--- src/hw/ccu_pkg.sv ---
package ccu_pkg;

  // ****************************************
  // register map, byte addresses
  // ****************************************
  localparam logic [7:0] OFS_CONTROL  = 8'h00;
  localparam logic [7:0] OFS_DUTY_HI  = 8'h04;
  localparam logic [7:0] OFS_PAIR     = 8'h08;
  localparam logic [7:0] OFS_STATUS   = 8'h0C;
  localparam logic [7:0] OFS_MASK     = 8'h10;
  localparam logic [7:0] OFS_DUTY_ACT = 8'h14;

  // ****************************************
  // control fields and reset values
  // ****************************************
  localparam int        CTL_DC_LSB   = 4;
  localparam int        CTL_DC_MSB   = 5;
  localparam int        CTL_MODE_MSB = 3;
  localparam logic [5:0] CTL_RESET    = 6'h00;
  localparam logic [7:0] DUTY_RESET   = 8'h00;
  localparam logic [15:0] PAIR_RESET  = 16'h0000;
  localparam int        STAT_EVENT   = 0;

  // ****************************************
  // mode codes and groups
  // ****************************************
  typedef enum logic [3:0] {
    MODE_OFF      = 4'h0,
    MODE_RSV1     = 4'h1,
    MODE_RSV2     = 4'h2,
    MODE_RSV3     = 4'h3,
    MODE_CAP_FALL = 4'h4,
    MODE_CAP_RISE = 4'h5,
    MODE_CAP_4    = 4'h6,
    MODE_CAP_16   = 4'h7,
    MODE_CMP_SET  = 4'h8,
    MODE_CMP_CLR  = 4'h9,
    MODE_CMP_SW   = 4'hA,
    MODE_CMP_TRIG = 4'hB,
    MODE_PWM0     = 4'hC,
    MODE_PWM1     = 4'hD,
    MODE_PWM2     = 4'hE,
    MODE_PWM3     = 4'hF
  } ccu_mode_t;

  localparam logic [1:0] GRP_CAPTURE = 2'h1;
  localparam logic [1:0] GRP_COMPARE = 2'h2;
  localparam logic [1:0] GRP_PWM     = 2'h3;
  localparam logic [3:0] PRE4_LAST   = 4'h3;
  localparam logic [3:0] PRE16_LAST  = 4'hF;
  localparam logic [9:0] DUTY_ZERO   = 10'h000;

  // ****************************************
  // axi responses
  // ****************************************
  localparam logic [1:0] RESP_OKAY   = 2'h0;
  localparam logic [1:0] RESP_SLVERR = 2'h2;

  // ****************************************
  // carriers
  // ****************************************
  typedef struct packed {
    logic [15:0] first_timer_count;
    logic [9:0]  second_timer_count;
    logic        second_timer_period_end;
    logic        adc_enable;
  } ccu_timer_in_t;

  typedef struct packed {
    logic first_timer_reset;
    logic adc_start;
  } ccu_trigger_out_t;

endpackage

--- src/hw/ccu_top.sv ---
`timescale 1ns/1ps
module ccu_top (
  // clock and reset
  input  wire logic                      clock,
  input  wire logic                      reset,
  // axi4-lite write address
  input  wire logic [7:0]                s_axi_awaddr,
  input  wire logic                      s_axi_awvalid,
  output logic                           s_axi_awready,
  // axi4-lite write data
  input  wire logic [31:0]               s_axi_wdata,
  input  wire logic [3:0]                s_axi_wstrb,
  input  wire logic                      s_axi_wvalid,
  output logic                           s_axi_wready,
  // axi4-lite write response
  output logic [1:0]                     s_axi_bresp,
  output logic                           s_axi_bvalid,
  input  wire logic                      s_axi_bready,
  // axi4-lite read
  input  wire logic [7:0]                s_axi_araddr,
  input  wire logic                      s_axi_arvalid,
  output logic                           s_axi_arready,
  output logic [31:0]                    s_axi_rdata,
  output logic [1:0]                     s_axi_rresp,
  output logic                           s_axi_rvalid,
  input  wire logic                      s_axi_rready,
  // timers and adc
  input  wire ccu_pkg::ccu_timer_in_t    timer_in,
  output ccu_pkg::ccu_trigger_out_t      trigger_out,
  // unit pin
  input  wire logic                      unit_pin_in,
  output logic                           unit_pin_out,
  output logic                           unit_pin_oe,
  // interrupt
  output logic                           irq
);
  import ccu_pkg::*;

  // ****************************************
  // state
  // ****************************************
  logic [5:0]  unit_two_control;
  logic [7:0]  duty_high_byte;
  logic [15:0] pair;
  logic        event_flag;
  logic        event_mask;
  logic [9:0]  duty_active;
  logic [3:0]  prescale;
  logic        match_q;
  logic        cmp_latch;
  logic        pwm_level;
  logic        aw_held, w_held;
  logic [7:0]  aw_addr;
  logic [31:0] w_data;
  logic [3:0]  w_strb;

  logic [5:0]  next_unit_two_control;
  logic [7:0]  next_duty_high_byte;
  logic [15:0] next_pair;
  logic        next_event_flag, next_event_mask;
  logic [9:0]  next_duty_active;
  logic [3:0]  next_prescale;
  logic        next_match_q, next_cmp_latch, next_pwm_level;
  logic        next_aw_held, next_w_held, next_awready, next_wready, next_arready;
  logic [7:0]  next_aw_addr;
  logic [31:0] next_w_data;
  logic [3:0]  next_w_strb;
  logic        next_bvalid, next_rvalid;
  logic [1:0]  next_bresp, next_rresp;
  logic [31:0] next_rdata;
  logic        next_pin_out, next_pin_oe, next_irq;
  ccu_trigger_out_t next_trigger;

  logic        pin_rise, pin_fall;
  ccu_mode_t   mode;
  logic        is_cap, is_cmp, is_pwm;
  logic        cap_fire, cmp_hit, match_now;
  logic        do_write;
  logic [31:0] wr_word;

  // ****************************************
  // pin edge detection
  // ****************************************
  ccu_pin_sync u_sync (
    .clock  (clock),
    .reset  (reset),
    .pin_in (unit_pin_in),
    .rise   (pin_rise),
    .fall   (pin_fall)
  );

  // merge the write data into the old word under the byte strobes
  function automatic logic [31:0] merge(input logic [31:0] old_w,
                                        input logic [31:0] new_w,
                                        input logic [3:0]  strb);
    logic [31:0] res;
    res = old_w;
    for (int b = 0; b < 4; b++) begin
      if (strb[b]) begin
        res[b*8 +: 8] = new_w[b*8 +: 8];
      end
    end
    return res;
  endfunction

  // ****************************************
  // mode decode
  // ****************************************
  // reserved codes fall in no group, so nothing below acts on them
  always_comb begin
    mode   = ccu_mode_t'(unit_two_control[CTL_MODE_MSB:0]);
    is_cap = (unit_two_control[CTL_MODE_MSB -: 2] == GRP_CAPTURE);
    is_cmp = (unit_two_control[CTL_MODE_MSB -: 2] == GRP_COMPARE);
    is_pwm = (unit_two_control[CTL_MODE_MSB -: 2] == GRP_PWM);
  end

  // ****************************************
  // capture, compare and pwm
  // ****************************************
  // capture and compare watch the first timer, pwm the second
  always_comb begin
    cap_fire = 1'b0;
    unique case (mode)
      MODE_CAP_FALL: cap_fire = pin_fall;
      MODE_CAP_RISE: cap_fire = pin_rise;
      MODE_CAP_4:    cap_fire = pin_rise && prescale == PRE4_LAST;
      MODE_CAP_16:   cap_fire = pin_rise && prescale == PRE16_LAST;
      default:       cap_fire = 1'b0;
    endcase
    // match edge only, so a held match fires once
    match_now = is_cmp && (timer_in.first_timer_count == pair);
    cmp_hit   = match_now && !match_q;

    next_match_q = match_now;
    next_prescale = prescale;
    if (!is_cap) begin
      next_prescale = '0;
    end else if (cap_fire) begin
      next_prescale = '0;
    end else if (pin_rise) begin
      next_prescale = prescale + 4'h1;
    end

    next_cmp_latch = cmp_latch;
    next_trigger   = '0;
    if (mode == MODE_OFF) begin
      next_cmp_latch = 1'b0;
    end else if (cmp_hit) begin
      unique case (mode)
        MODE_CMP_SET: next_cmp_latch = 1'b1;
        MODE_CMP_CLR: next_cmp_latch = 1'b0;
        MODE_CMP_TRIG: begin
          next_trigger.first_timer_reset = 1'b1;
          next_trigger.adc_start         = timer_in.adc_enable;
        end
        default: next_cmp_latch = cmp_latch;
      endcase
    end

    // period end reloads the duty and raises the pin unless duty is zero
    next_duty_active = duty_active;
    next_pwm_level   = pwm_level;
    if (!is_pwm) begin
      next_pwm_level = 1'b0;
    end else if (timer_in.second_timer_period_end) begin
      next_duty_active = {duty_high_byte, unit_two_control[CTL_DC_MSB:CTL_DC_LSB]};
      next_pwm_level   = (next_duty_active != DUTY_ZERO);
    end else if (timer_in.second_timer_count >= duty_active) begin
      next_pwm_level = 1'b0;
    end

    // compare-only and trigger modes leave the pin undriven
    next_pin_oe  = is_pwm || mode == MODE_CMP_SET || mode == MODE_CMP_CLR;
    next_pin_out = is_pwm ? next_pwm_level : next_cmp_latch;
  end

  // ****************************************
  // axi4-lite slave and registers
  // ****************************************
  // address and data are held until both are in, either order
  always_comb begin
    next_aw_held = aw_held;
    next_aw_addr = aw_addr;
    next_w_held  = w_held;
    next_w_data  = w_data;
    next_w_strb  = w_strb;
    if (s_axi_awvalid && s_axi_awready) begin
      next_aw_held = 1'b1;
      next_aw_addr = s_axi_awaddr;
    end
    if (s_axi_wvalid && s_axi_wready) begin
      next_w_held = 1'b1;
      next_w_data = s_axi_wdata;
      next_w_strb = s_axi_wstrb;
    end
    do_write = aw_held && w_held && !s_axi_bvalid;
    if (do_write) begin
      next_aw_held = 1'b0;
      next_w_held  = 1'b0;
    end

    next_unit_two_control = unit_two_control;
    next_duty_high_byte   = duty_high_byte;
    next_pair             = pair;
    next_event_mask       = event_mask;
    next_event_flag       = event_flag;
    next_bresp            = s_axi_bresp;
    next_bvalid           = s_axi_bvalid && !s_axi_bready;
    wr_word               = '0;
    if (do_write) begin
      next_bvalid = 1'b1;
      next_bresp  = RESP_OKAY;
      unique case (aw_addr)
        OFS_CONTROL: begin
          wr_word = merge({26'h0, unit_two_control}, w_data, w_strb);
          next_unit_two_control = wr_word[5:0];
        end
        OFS_DUTY_HI: begin
          wr_word = merge({24'h0, duty_high_byte}, w_data, w_strb);
          next_duty_high_byte = wr_word[7:0];
        end
        OFS_PAIR: begin
          wr_word = merge({16'h0, pair}, w_data, w_strb);
          next_pair = wr_word[15:0];
        end
        OFS_STATUS: begin
          if (w_strb[0] && w_data[STAT_EVENT]) begin
            next_event_flag = 1'b0;
          end
        end
        OFS_MASK: begin
          if (w_strb[0]) begin
            next_event_mask = w_data[STAT_EVENT];
          end
        end
        default: next_bresp = RESP_SLVERR;
      endcase
    end
    // hardware events win over a same-cycle clear or write
    if (cap_fire) begin
      next_pair = timer_in.first_timer_count;
    end
    if (cap_fire || cmp_hit) begin
      next_event_flag = 1'b1;
    end
    next_irq = next_event_flag && next_event_mask;

    next_rvalid = s_axi_rvalid && !s_axi_rready;
    next_rdata  = s_axi_rdata;
    next_rresp  = s_axi_rresp;
    if (s_axi_arvalid && s_axi_arready) begin
      next_rvalid = 1'b1;
      next_rresp  = RESP_OKAY;
      unique case (s_axi_araddr)
        OFS_CONTROL:  next_rdata = {26'h0, unit_two_control};
        OFS_DUTY_HI:  next_rdata = {24'h0, duty_high_byte};
        OFS_PAIR:     next_rdata = {16'h0, pair};
        OFS_STATUS:   next_rdata = {31'h0, event_flag};
        OFS_MASK:     next_rdata = {31'h0, event_mask};
        OFS_DUTY_ACT: next_rdata = {22'h0, duty_active};
        default: begin
          next_rdata = '0;
          next_rresp = RESP_SLVERR;
        end
      endcase
    end
  end

  // awready and wready follow the next held state, arready the next rvalid, so each port leaves a flip-flop
  always_comb begin
    next_awready = !next_aw_held;
    next_wready  = !next_w_held;
    next_arready = !next_rvalid;
  end

  // ****************************************
  // registers
  // ****************************************
  always_ff @(posedge clock) begin
    if (reset) begin
      unit_two_control <= CTL_RESET;
      duty_high_byte   <= DUTY_RESET;
      pair             <= PAIR_RESET;
      event_flag       <= 1'b0;
      event_mask       <= 1'b0;
      duty_active      <= DUTY_ZERO;
      prescale         <= '0;
      match_q          <= 1'b0;
      cmp_latch        <= 1'b0;
      pwm_level        <= 1'b0;
      aw_held          <= 1'b0;
      aw_addr          <= '0;
      w_held           <= 1'b0;
      w_data           <= '0;
      w_strb           <= '0;
      s_axi_awready    <= 1'b1;
      s_axi_wready     <= 1'b1;
      s_axi_arready    <= 1'b1;
      s_axi_bvalid     <= 1'b0;
      s_axi_bresp      <= RESP_OKAY;
      s_axi_rvalid     <= 1'b0;
      s_axi_rdata      <= '0;
      s_axi_rresp      <= RESP_OKAY;
      unit_pin_out     <= 1'b0;
      unit_pin_oe      <= 1'b0;
      trigger_out      <= '0;
      irq              <= 1'b0;
    end else begin
      unit_two_control <= next_unit_two_control;
      duty_high_byte   <= next_duty_high_byte;
      pair             <= next_pair;
      event_flag       <= next_event_flag;
      event_mask       <= next_event_mask;
      duty_active      <= next_duty_active;
      prescale         <= next_prescale;
      match_q          <= next_match_q;
      cmp_latch        <= next_cmp_latch;
      pwm_level        <= next_pwm_level;
      aw_held          <= next_aw_held;
      aw_addr          <= next_aw_addr;
      w_held           <= next_w_held;
      w_data           <= next_w_data;
      w_strb           <= next_w_strb;
      s_axi_awready    <= next_awready;
      s_axi_wready     <= next_wready;
      s_axi_arready    <= next_arready;
      s_axi_bvalid     <= next_bvalid;
      s_axi_bresp      <= next_bresp;
      s_axi_rvalid     <= next_rvalid;
      s_axi_rdata      <= next_rdata;
      s_axi_rresp      <= next_rresp;
      unit_pin_out     <= next_pin_out;
      unit_pin_oe      <= next_pin_oe;
      trigger_out      <= next_trigger;
      irq              <= next_irq;
    end
  end

endmodule // ccu_top

--- src/hw/ccu_pin_sync.sv ---
`timescale 1ns/1ps
module ccu_pin_sync (
  // clock and reset
  input  wire logic clock,
  input  wire logic reset,
  // pin and edge pulses
  input  wire logic pin_in,
  output logic      rise,
  output logic      fall
);
  import ccu_pkg::*;

  logic s1, s2, s3, level;
  logic next_level;

  // a change counts only once the second and third stages agree
  always_comb begin
    next_level = level;
    if (s2 == s3) begin
      next_level = s3;
    end
    rise = next_level & ~level;
    fall = ~next_level & level;
  end

  // three-stage synchroniser; s1 is read by s2 alone
  always_ff @(posedge clock) begin
    if (reset) begin
      s1    <= 1'b0;
      s2    <= 1'b0;
      s3    <= 1'b0;
      level <= 1'b0;
    end else begin
      s1    <= pin_in;
      s2    <= s1;
      s3    <= s2;
      level <= next_level;
    end
  end

endmodule // ccu_pin_sync

--- config.mk ---
export PLATFORM = sky130hd
export DESIGN_NAME = ccu_top
export DESIGN_NICKNAME = d
export VERILOG_FILES = /design/src/hw/ccu_pkg.sv /design/src/hw/ccu_top.sv /design/src/hw/ccu_pin_sync.sv
export SDC_FILE = /design/constraint.sdc
export NUM_CORES = 1
export LEC_CHECK = 0
export BUFFER_PORTS_ARGS = -buffer_cell sky130_fd_sc_hd__buf_2
export CAP_MARGIN = 20
export CORE_ASPECT_RATIO = 0.9
export CORE_MARGIN = 2
export CORE_UTILIZATION = 52
export DETAILED_ROUTE_END_ITERATION = 10
export PLACE_DENSITY = 0.87
export SYNTH_ARGS = -nofsm -noshare
export SYNTH_HDL_FRONTEND = slang
export SYNTH_SLANG_ARGS = --single-unit
--- constraint.sdc ---
create_clock -name clock -period 2.1 [get_ports clock]
set_input_delay 0.315 -clock clock [delete_from_list [all_inputs] [get_ports clock]]
set_output_delay 0.315 -clock clock [all_outputs]
set_load 0.03 [all_outputs]
## Word level (Yosys, flattened, before mapping)

Index checks and enable logic that the tools add are counted.

| word-level totals | value |
|---|---|
| bits in read-only memories | 0 |
| latch bits | 0 |
| output and inout bits | 46 |
| register bits after elaboration | 127 |
| memories kept | 0 |
| RAM bits | 0 |
| logic and storage cells | 137 |

| cells by class | value |
|---|---|
| multiply operators | 0 |
| shift-type cells | 0 |
| eq/ne operators | 23 |
| bitwise gates (word level) | 7 |
| muxes and demuxes | 31 |
| reductions and logical operators | 41 |
| $add $sub $neg | 1 |
| divide/modulo/power cells | 0 |
| $lt $le $gt $ge | 1 |

Operators with widths:

| operator | count |
|---|---|
| 16-bit case mux with 6 select lines | 1 |
| 16-bit two-way mux | 3 |
| 8-bit by 4-bit equality test with 1-bit output, second input constant | 4 |
| 8-bit by 5-bit equality test with 1-bit output, second input constant | 3 |
| 1-bit two-way mux | 20 |
| 16-bit equality test | 1 |
| 4-bit by 3-bit equality test with 1-bit output, second input constant | 4 |
| 4-bit equality test, second input constant | 4 |
| 8-bit by 3-bit equality test with 1-bit output, second input constant | 2 |
| 8-bit zero test | 2 |
| 8-bit two-way mux | 2 |
| 1-bit logical AND | 13 |
| 3-bit AND reduction | 4 |
| 10-bit >= comparator | 1 |
| 10-bit nonzero test | 1 |
| 2-bit nonzero test | 4 |
| 1-bit zero test | 7 |
| 2-bit two-way mux | 3 |
| 3-bit OR reduction | 2 |
| 6-bit OR reduction | 1 |
| 1-bit NOT | 5 |
| 5-bit OR reduction | 1 |
| 4-bit by 1-bit adder with 4-bit output, second input constant | 1 |
| 2-bit equality test, second input constant | 2 |
| 10 further kinds | 13 |

## Depth between registers and ports, before layout

Gate-level depths: netlist of run 1.

| logic depth | value |
|---|---|
| depth in word-level cells | 8 |
| depth in mapped cells | 8 |
| mapped depth without buffers | 8 |

## Modules after synthesis

From an unflattened synthesis of run 1, not the netlist that was laid out.

| second synthesis, totals | value |
|---|---|
| cells, all modules | 567 |
| area, all modules | 4894.7 um^2 |

By module, submodules not included:

| module | area each (um^2) | cells an instance | times used |
|---|---|---|---|
| ccu_top | 4767.1 | 554 | 1 |
| ccu_pin_sync | 127.6 | 13 | 1 |

## Least setup slack after synthesis of run 1

Ideal clock, no wire load.

| timing | value |
|---|---|
| kind | register to register |
| start | register aw_addr[1] |
| end | register pair[0] |
| required time | 2.014 ns |
| cell stages (with the launch flop) | 6 |
| path buffers | 0 |
| clock period less this slack | 1.857 ns |
| arrival | 1.771 ns |
| slack | 0.243 ns |
| cells stage by stage | dfxtp_1 -> or4_4 -> nor4_4 -> nand4_4 -> mux2i_1 -> a211oi_1 |

| between the ends | value |
|---|---|
| word-level cells in the longest chain between the ends | 3 |

Ends and longest elaborated chain:

| what | RTL line | source |
|---|---|---|
| start: declaration | ccu_top.sv:53 | `logic [7:0] aw_addr;` |
| start signal: assignment | ccu_top.sv:320 | `aw_addr <= next_aw_addr;` |
| 8-bit by 4-bit equality test with 1-bit output | ccu_top.sv:213 | `unique case (aw_addr)` |
| 2-bit nonzero test (no source line) | -- |  |
| 3-bit AND reduction (no source line) | -- |  |
| end signal: assignment | ccu_top.sv:311 | `pair <= next_pair;` |
| end: declaration | ccu_top.sv:44 | `logic [15:0] pair;` |

Every way passes these cells.
A chain may end at the register's enable or synchronous reset.

## Worst setup path in the final report of run 1

| timing | value |
|---|---|
| start | register aw_addr[1] |
| end | register pair[6] |

The elaborated chain is that of the path after synthesis.

==> results by group, run 1 <==
Clock tree
  – TritonCTS clock tree: built
  – Clk root buf: clkbuf_8
  – CTS clk-pin slew, worst paths: 0.10 ns
  – Sink Count: 109
  – H-tree Lvls: 3
  – CTS buffer count: 9
  – Hold-fix buffers at CTS: 0
  – Max Root-Sink Buffers: 2
  – Clock Latency Late Sink: 0.37 ns

GRT
  – Number of global-route vias before repair: 4031
  – Overall routing resource usage: 23.1%
  – First-pass GRT wire length: 18600 µm
  – Overflow after GRT: 0
  – Initial antenna violation count: 0
  – Largest net degree at the start of global routing: 42

Critical path
  – Reg2Reg Depth: 6
  – Setup CP Type: flop to flop
  – Setup crit end kind: flop
  – Largest stage delay, worst path: 0.56 ns
  – CP Data Arrival Time: 2.29 ns
  – Worst-path cell chain: or4_4 -> nor4_4 -> buf_6 -> nand4_4 -> mux2i_1 -> a211oi_1
  – Setup slack, reg-to-reg: 0.1 ns
  – Crit path launch type: flop
  – Reg2reg start: aw_addr[1]$_SDFFE_PP0P_
  – Crit-path slowest cell: or4_4
  – Crit Path Max Fanout: 8
  – Reg-to-reg endpoint: pair[6]$_SDFFE_PP0P_
  – CP Data Required Time: 2.39 ns

Worst hold path
  – Hold_sp: unit_pin_in
  – Worst hold path type: input pin to flop
  – Hold Path Cell Cnt: 2
  – WHS Endpoint: u_sync.s1$_SDFF_PP0_

STA
  – Worst Tran Pin Value: 0.609 ns
  – Min Tclk post-route: 2.00 ns
  – Final period util: 95.4%
  – Rel. slew slack: 59.4%
  – Fin. Hold Viols: 0
  – Max frequency: 499 MHz
  – Setup TNS: 0 ns
  – Final setup fails: 0
  – Post-route setup slack: 0.0970 ns
  – Fin. max-slew vios: 0
  – Layout Skew: 0.00726 ns
  – RSZ-0062 raised after global routing: false

Route
  – Initial drt markers: 272
  – 1st-pass router iterations: 5
  – Vias: 4304
  – Routed wire length: 11900 µm
  – Via density: 5.45
  – Wire length per cell: 15.1 µm
  – Final ANT Viol Nets: 0
  – DRC: 0

Synthesis
  – Sequential element share of the synthesized area: 44.3%
  – Mapped cell area: 4930 µm²
  – Synth unique cells: 51
  – Post-Synth XOR/XNOR Area: 3.37%
  – Synth Area in Simple Gates: 20.9%
  – Number of synthesized flops with an enable pin: 0
  – Largest family of logic cells by synthesized area: simple AND/OR/NAND/NOR gates
  – Adder-cell share of the synthesized area: 2.79%
  – FF+latch count, synth: 109
  – Syn Area/Cell: 8.61 µm²
  – Compound-Gate Fraction of Synth Area: 13.2%
  – Syn Inst Count: 573
  – Main synth FF type: dfxtp_1
  – Async SR Flop Fraction: 0%
  – Synth warnings: 0
  – Mux cell area share after synthesis: 9.13%

Placement
  – Placed insts: 772
  – Pre-CTS WS: 0.0506 ns
  – PortBufs: 97
  – Hpwl dp: 9000 µm
  – Placer Congestion: 0.907

Floorplan
  – Die area: 10300 µm²
  – Die height: 96.4 µm
  – I/O pins: 134
  – Standard-cell rows: 33
  – Initial core utilization: 53.8%
  – Die Wd: 107 µm
  – Core area: 9170 µm²

Layout
  – Layout cells sized above 1: 19.9%
  – Highest-count cells in the layout ignoring fill and taps: dfxtp_1 (109), nand2_1 (100), buf_2 (97)
  – Diode count: 0
  – Most common cell after layout, fill and taps aside: dfxtp_1
  – Nets: 762
  – Area delta synth->final: 15.4%
  – Fin cells: 790
  – FILL cells: 765

Status
  – Status: finished, final reports clean

Pwr
  – Peak supply drop: 0.000429 V
  – Leakage Power: 2.60 nW
  – Power density cells: 653 nW/µm²

Run
  – Max-cap viol count: 0
[worst max path at each step]
stage	from	end	slack [ns]	depth (start not counted)
CTS	aw_addr[1]$_SDFFE_PP0P_	pair[14]$_SDFFE_PP0P_	0.04	6
detailed placement	s_axi_araddr[7]	s_axi_rdata[6]$_SDFFE_PP0P_	0.05	7
floorplan	aw_addr[1]$_SDFFE_PP0P_	pair[0]$_SDFFE_PP0P_	0.24	5
global route	aw_addr[1]$_SDFFE_PP0P_	pair[7]$_SDFFE_PP0P_	0.002	6
global placement	timer_in[19]	unit_pin_out$_SDFF_PP0_	0.16	7
finish	aw_addr[1]$_SDFFE_PP0P_	pair[6]$_SDFFE_PP0P_	0.1	6
[stage by stage]
stage               hold slack, ns  util [%]  total power, W  instance area (µm²)
global route                 0.152      62.1         0.00386                 5690
CTS                          0.133      61.7         0.00372                 5660
detailed placement           0.422      59.7         0.00258                 5470
floorplan                    0.414         -         0.00246                 4990
global placement             0.423      59.7         0.00256                 5470
finish                       0.154      62.1         0.00372                 5690
[power by group]
part	total, W	internal, W	leakage [nW]	switching (W)
clock network	0.00118	0.000472	0.0928	0.000710
registers	0.00216	0.00211	0.884	0.0000449
logic	0.000376	0.000134	1.62	0.000242
total	0.00372	0.00272	2.60	0.000997
[cells by family after synthesis]
family | Yosys count
other | 1
and+or+nand+nor | 215
muxes | 45
buffers and inverters | 64
AOI/OAI and AO/OA | 109
xor gates and xnor gates | 19
adders and majority gates | 11
DFF | 109
[routing by layer]
metal,GRT usage [%],part of all wire [%],vias up
met5,0,0,-
met4,7.79,2.1,0
met1,30.1,44,2002
li1,-,-,2112
met3,5.84,7.5,23
met2,37.8,46,167
[synth_stat cells, drive strengths merged, types with 4 or more instances]
cell type  count  area [µm²]
dfxtp        109        2180
nand2        101         382
a21oi         54         270
nor2          49         186
mux2i         45         450
buf           27         171
clkbuf        20        75.1
xor2          18         158
inv           17        63.8
a211oi        16         120
o21ai         15        75.1
nand3         12        65.1
ha            11         138
nor3           9        45.0
and2           7        43.8
nor4           7        58.8
a22o           5        43.8
nand2b         5        31.3
nand4          5        61.3
o22ai          5        31.3
and3           4        25.0
[critical path: cells and delay by family, from the launching register on]
family	cells	cell delay (ns)
DFF	1	0.33
AOI/OAI and AO/OA	1	0.24
and+or+nand+nor	3	0.97
buffers and inverters	1	0.17
muxes	1	0.21
[cell type report]
type                       instances  area, µm²  area share (%)
timing repair buffer             109        604            10.6
sequential                       109       2180            38.3
clock inverter                     6       47.5           0.836
inverter                          17       63.8            1.12
clock buffer                      10        138            2.42
tap                              122        153            2.68
multi-input combinational        417       2500            44.0
[state kept, by name, summed over array words and instances, names as in the netlist, 2 cells and up]
signal / count
w_data: 16
pair: 16
duty_high_byte: 8
s_axi_rdata: 16
aw_addr: 8
duty_active: 10
unit_two_control: 6
w_strb: 2
prescale: 4
trigger_out: 2
[timing repair]
action / in CTS / in global routing
buffers inserted: 0 / 2
gates resized for setup: 0 / 1
setup endpoints to repair: 0 / 6
hold endpoints to repair: 0 / 0
No activity file was read; power rests on OpenSTA's default activity.
==> run 2, diff against run 1 <==
CORE_ASPECT_RATIO = unset   (was 0.9)
==> run 2 against run 1 <==
Against the previous run: the run now ends with setup timing left; die area about the same; register-to-register slack got worse by 0.12 ns; combinational power up 1%; routed wire length down 0.13%; clock power is 11% higher; global-route usage down 0.49 points; critical path type unchanged; largest cell class unchanged; highest routed layer unchanged.
==> results by group, run 2 (same netlist as run 1, synthesis figures left out) <==
Floorplan
  – Initial core utilization: 53.4%
  – Standard-cell rows: 35
  – Die Wd: 101 µm
  – Die area: 10300 µm²
  – I/O pins: 134
  – Die height: 101 µm
  – Core area: 9240 µm²

Critical path
  – Crit-path slowest cell: or4_4
  – Largest stage delay, worst path: 0.56 ns
  – CP Data Arrival Time: 2.40 ns
  – Setup crit end kind: flop
  – Worst-path cell chain: or4_4 -> nor4_4 -> buf_4 -> nand4_4 -> mux2i_1 -> a211oi_1
  – Crit Path Max Fanout: 8
  – CP Data Required Time: 2.38 ns
  – Setup slack, reg-to-reg: -0.02 ns
  – Crit path launch type: flop
  – Setup CP Type: flop to flop

STA
  – Max frequency: 471 MHz
  – Final setup fails: 1
  – Worst Tran Pin Value: 0.594 ns
  – Min Tclk post-route: 2.12 ns
  – Post-route setup slack: -0.0241 ns
  – Fin. Hold Viols: 0
  – Rel. slew slack: 60.4%
  – Final period util: 101%
  – Layout Skew: 0.00741 ns
  – RSZ-0062 raised after global routing: true
  – Setup TNS: -0.0241 ns
  – Fin. max-slew vios: 0

Layout
  – Highest-count cells in the layout ignoring fill and taps: dfxtp_1 (109), nand2_1 (100), buf_2 (97)
  – FILL cells: 757
  – Diode count: 0
  – Area delta synth->final: 15.9%
  – Top flop regs: pair (16), s_axi_rdata (16), w_data (16)
  – Most common cell after layout, fill and taps aside: dfxtp_1
  – Nets: 758
  – Layout cells sized above 1: 20.3%

Clock tree
  – TritonCTS clock tree: built
  – Max Root-Sink Buffers: 2
  – Clock Latency Late Sink: 0.38 ns
  – Hold-fix buffers at CTS: 0
  – CTS clk-pin slew, worst paths: 0.10 ns
  – Sink Count: 109
  – H-tree Lvls: 3
  – Clk root buf: clkbuf_8
  – CTS buffer count: 9

Pwr
  – Leakage Power: 2.58 nW
  – Peak supply drop: 0.000431 V
  – Post-route total power: 0.00385 W
  – Power density cells: 674 nW/µm²

GRT
  – Overall routing resource usage: 22.6%
  – First-pass GRT wire length: 18400 µm
  – Initial antenna violation count: 0
  – Largest net degree at the start of global routing: 75
  – Overflow after GRT: 0
  – Number of global-route vias before repair: 4023

Status
  – Status: finished with violations
  – Failing checks: setup timing

Placement
  – Placer Congestion: 0.868
  – PortBufs: 97
  – Hpwl dp: 8730 µm

Route
  – Routed wire length: 11900 µm
  – Vias: 4319
  – Wire length per cell: 15.0 µm
  – Initial drt markers: 357
  – 1st-pass router iterations: 6
  – DRC: 0
  – Via density: 5.45
  – Final ANT Viol Nets: 0

Worst hold path
  – Worst hold path type: input pin to flop

Run
  – Max-cap viol count: 0
[run 2: cell types whose count changed in the layout (fill, tap and decap cells not counted), sizes merged]
cell,before,now
clkinvlp,1,0
bufinv,0,1
clkinv,4,2
buf,109,105
inv,18,21
clkbuf,10,9
[run 2: critical path, delay by kind of cell, from the launching register on]
family / cells / cell delay [ns]
AOI/OAI and AO/OA: 1 / 0.27
DFF: 1 / 0.33
buffers and inverters: 1 / 0.19
muxes: 1 / 0.22
and+or+nand+nor: 3 / 1.03
[run 2: timing repair]
action | CTS | global route
buffers inserted | 0 | 1
setup endpoints to repair | 0 | 9
resized for setup | 0 | 6
[run 2: where the power goes]
group / internal [W] / total [W] / switching [W]
clock: 0.000573 / 0.00131 / 0.000735
sequential: 0.00211 / 0.00216 / 0.0000452
combinational: 0.000138 / 0.000380 / 0.000243
total: 0.00282 / 0.00385 / 0.00102
[run 2: stage by stage]
stage	instances	hold WS, ns	cell area, µm²	setup slack [ns]	utilization, %
after global routing	793	0.149	5710	-0.0376	61.8
after floorplan	590	0.414	4990	0.243	-
after detailed placement	776	0.427	5470	0.0848	59.2
after CTS	792	0.133	5680	0.00240	61.4
final	793	0.139	5710	-0.0241	61.8
after global placement	776	0.424	5470	0.173	59.2
[run 2: layout make-up]
| class | count | area [µm²] | area share [%] |
|---|---|---|---|
| Timing Repair Buffer | 105 | 571 | 9.99 |
| Sequential cell | 109 | 2180 | 38.2 |
| Clock buffer | 9 | 124 | 2.17 |
| Clock inverter | 7 | 81.3 | 1.42 |
| Multi-Input combinational cell | 417 | 2530 | 44.3 |
| Tap cell | 129 | 161 | 2.83 |
| Inverter | 17 | 63.8 | 1.12 |
[run 2: final timing paths]
| kind | startpoint | end | cells after the start |
|---|---|---|---|
| worst max-delay path | aw_addr[5]$_SDFFE_PP0P_ | pair[3]$_SDFFE_PP0P_ | 6 |
| worst min-delay path | unit_pin_in | u_sync.s1$_SDFF_PP0_ | 2 |
| worst max register to register | aw_addr[5]$_SDFFE_PP0P_ | pair[3]$_SDFFE_PP0P_ | 6 |
| worst min register to register | u_sync.s1$_SDFF_PP0_ | u_sync.s2$_SDFF_PP0_ | 1 |
[run 2: routing by layer]
| layer | track usage, % | part of all wire (%) | wire length [µm] | vias up |
|---|---|---|---|---|
| met5 | 0 | 0 | 0 | - |
| met4 | 8.21 | 2.3 | 274 | 0 |
| met3 | 5.45 | 8.3 | 989 | 27 |
| met2 | 37.5 | 47 | 5610 | 204 |
| met1 | 28.7 | 42 | 5010 | 1982 |
| li1 | - | - | - | 2106 |
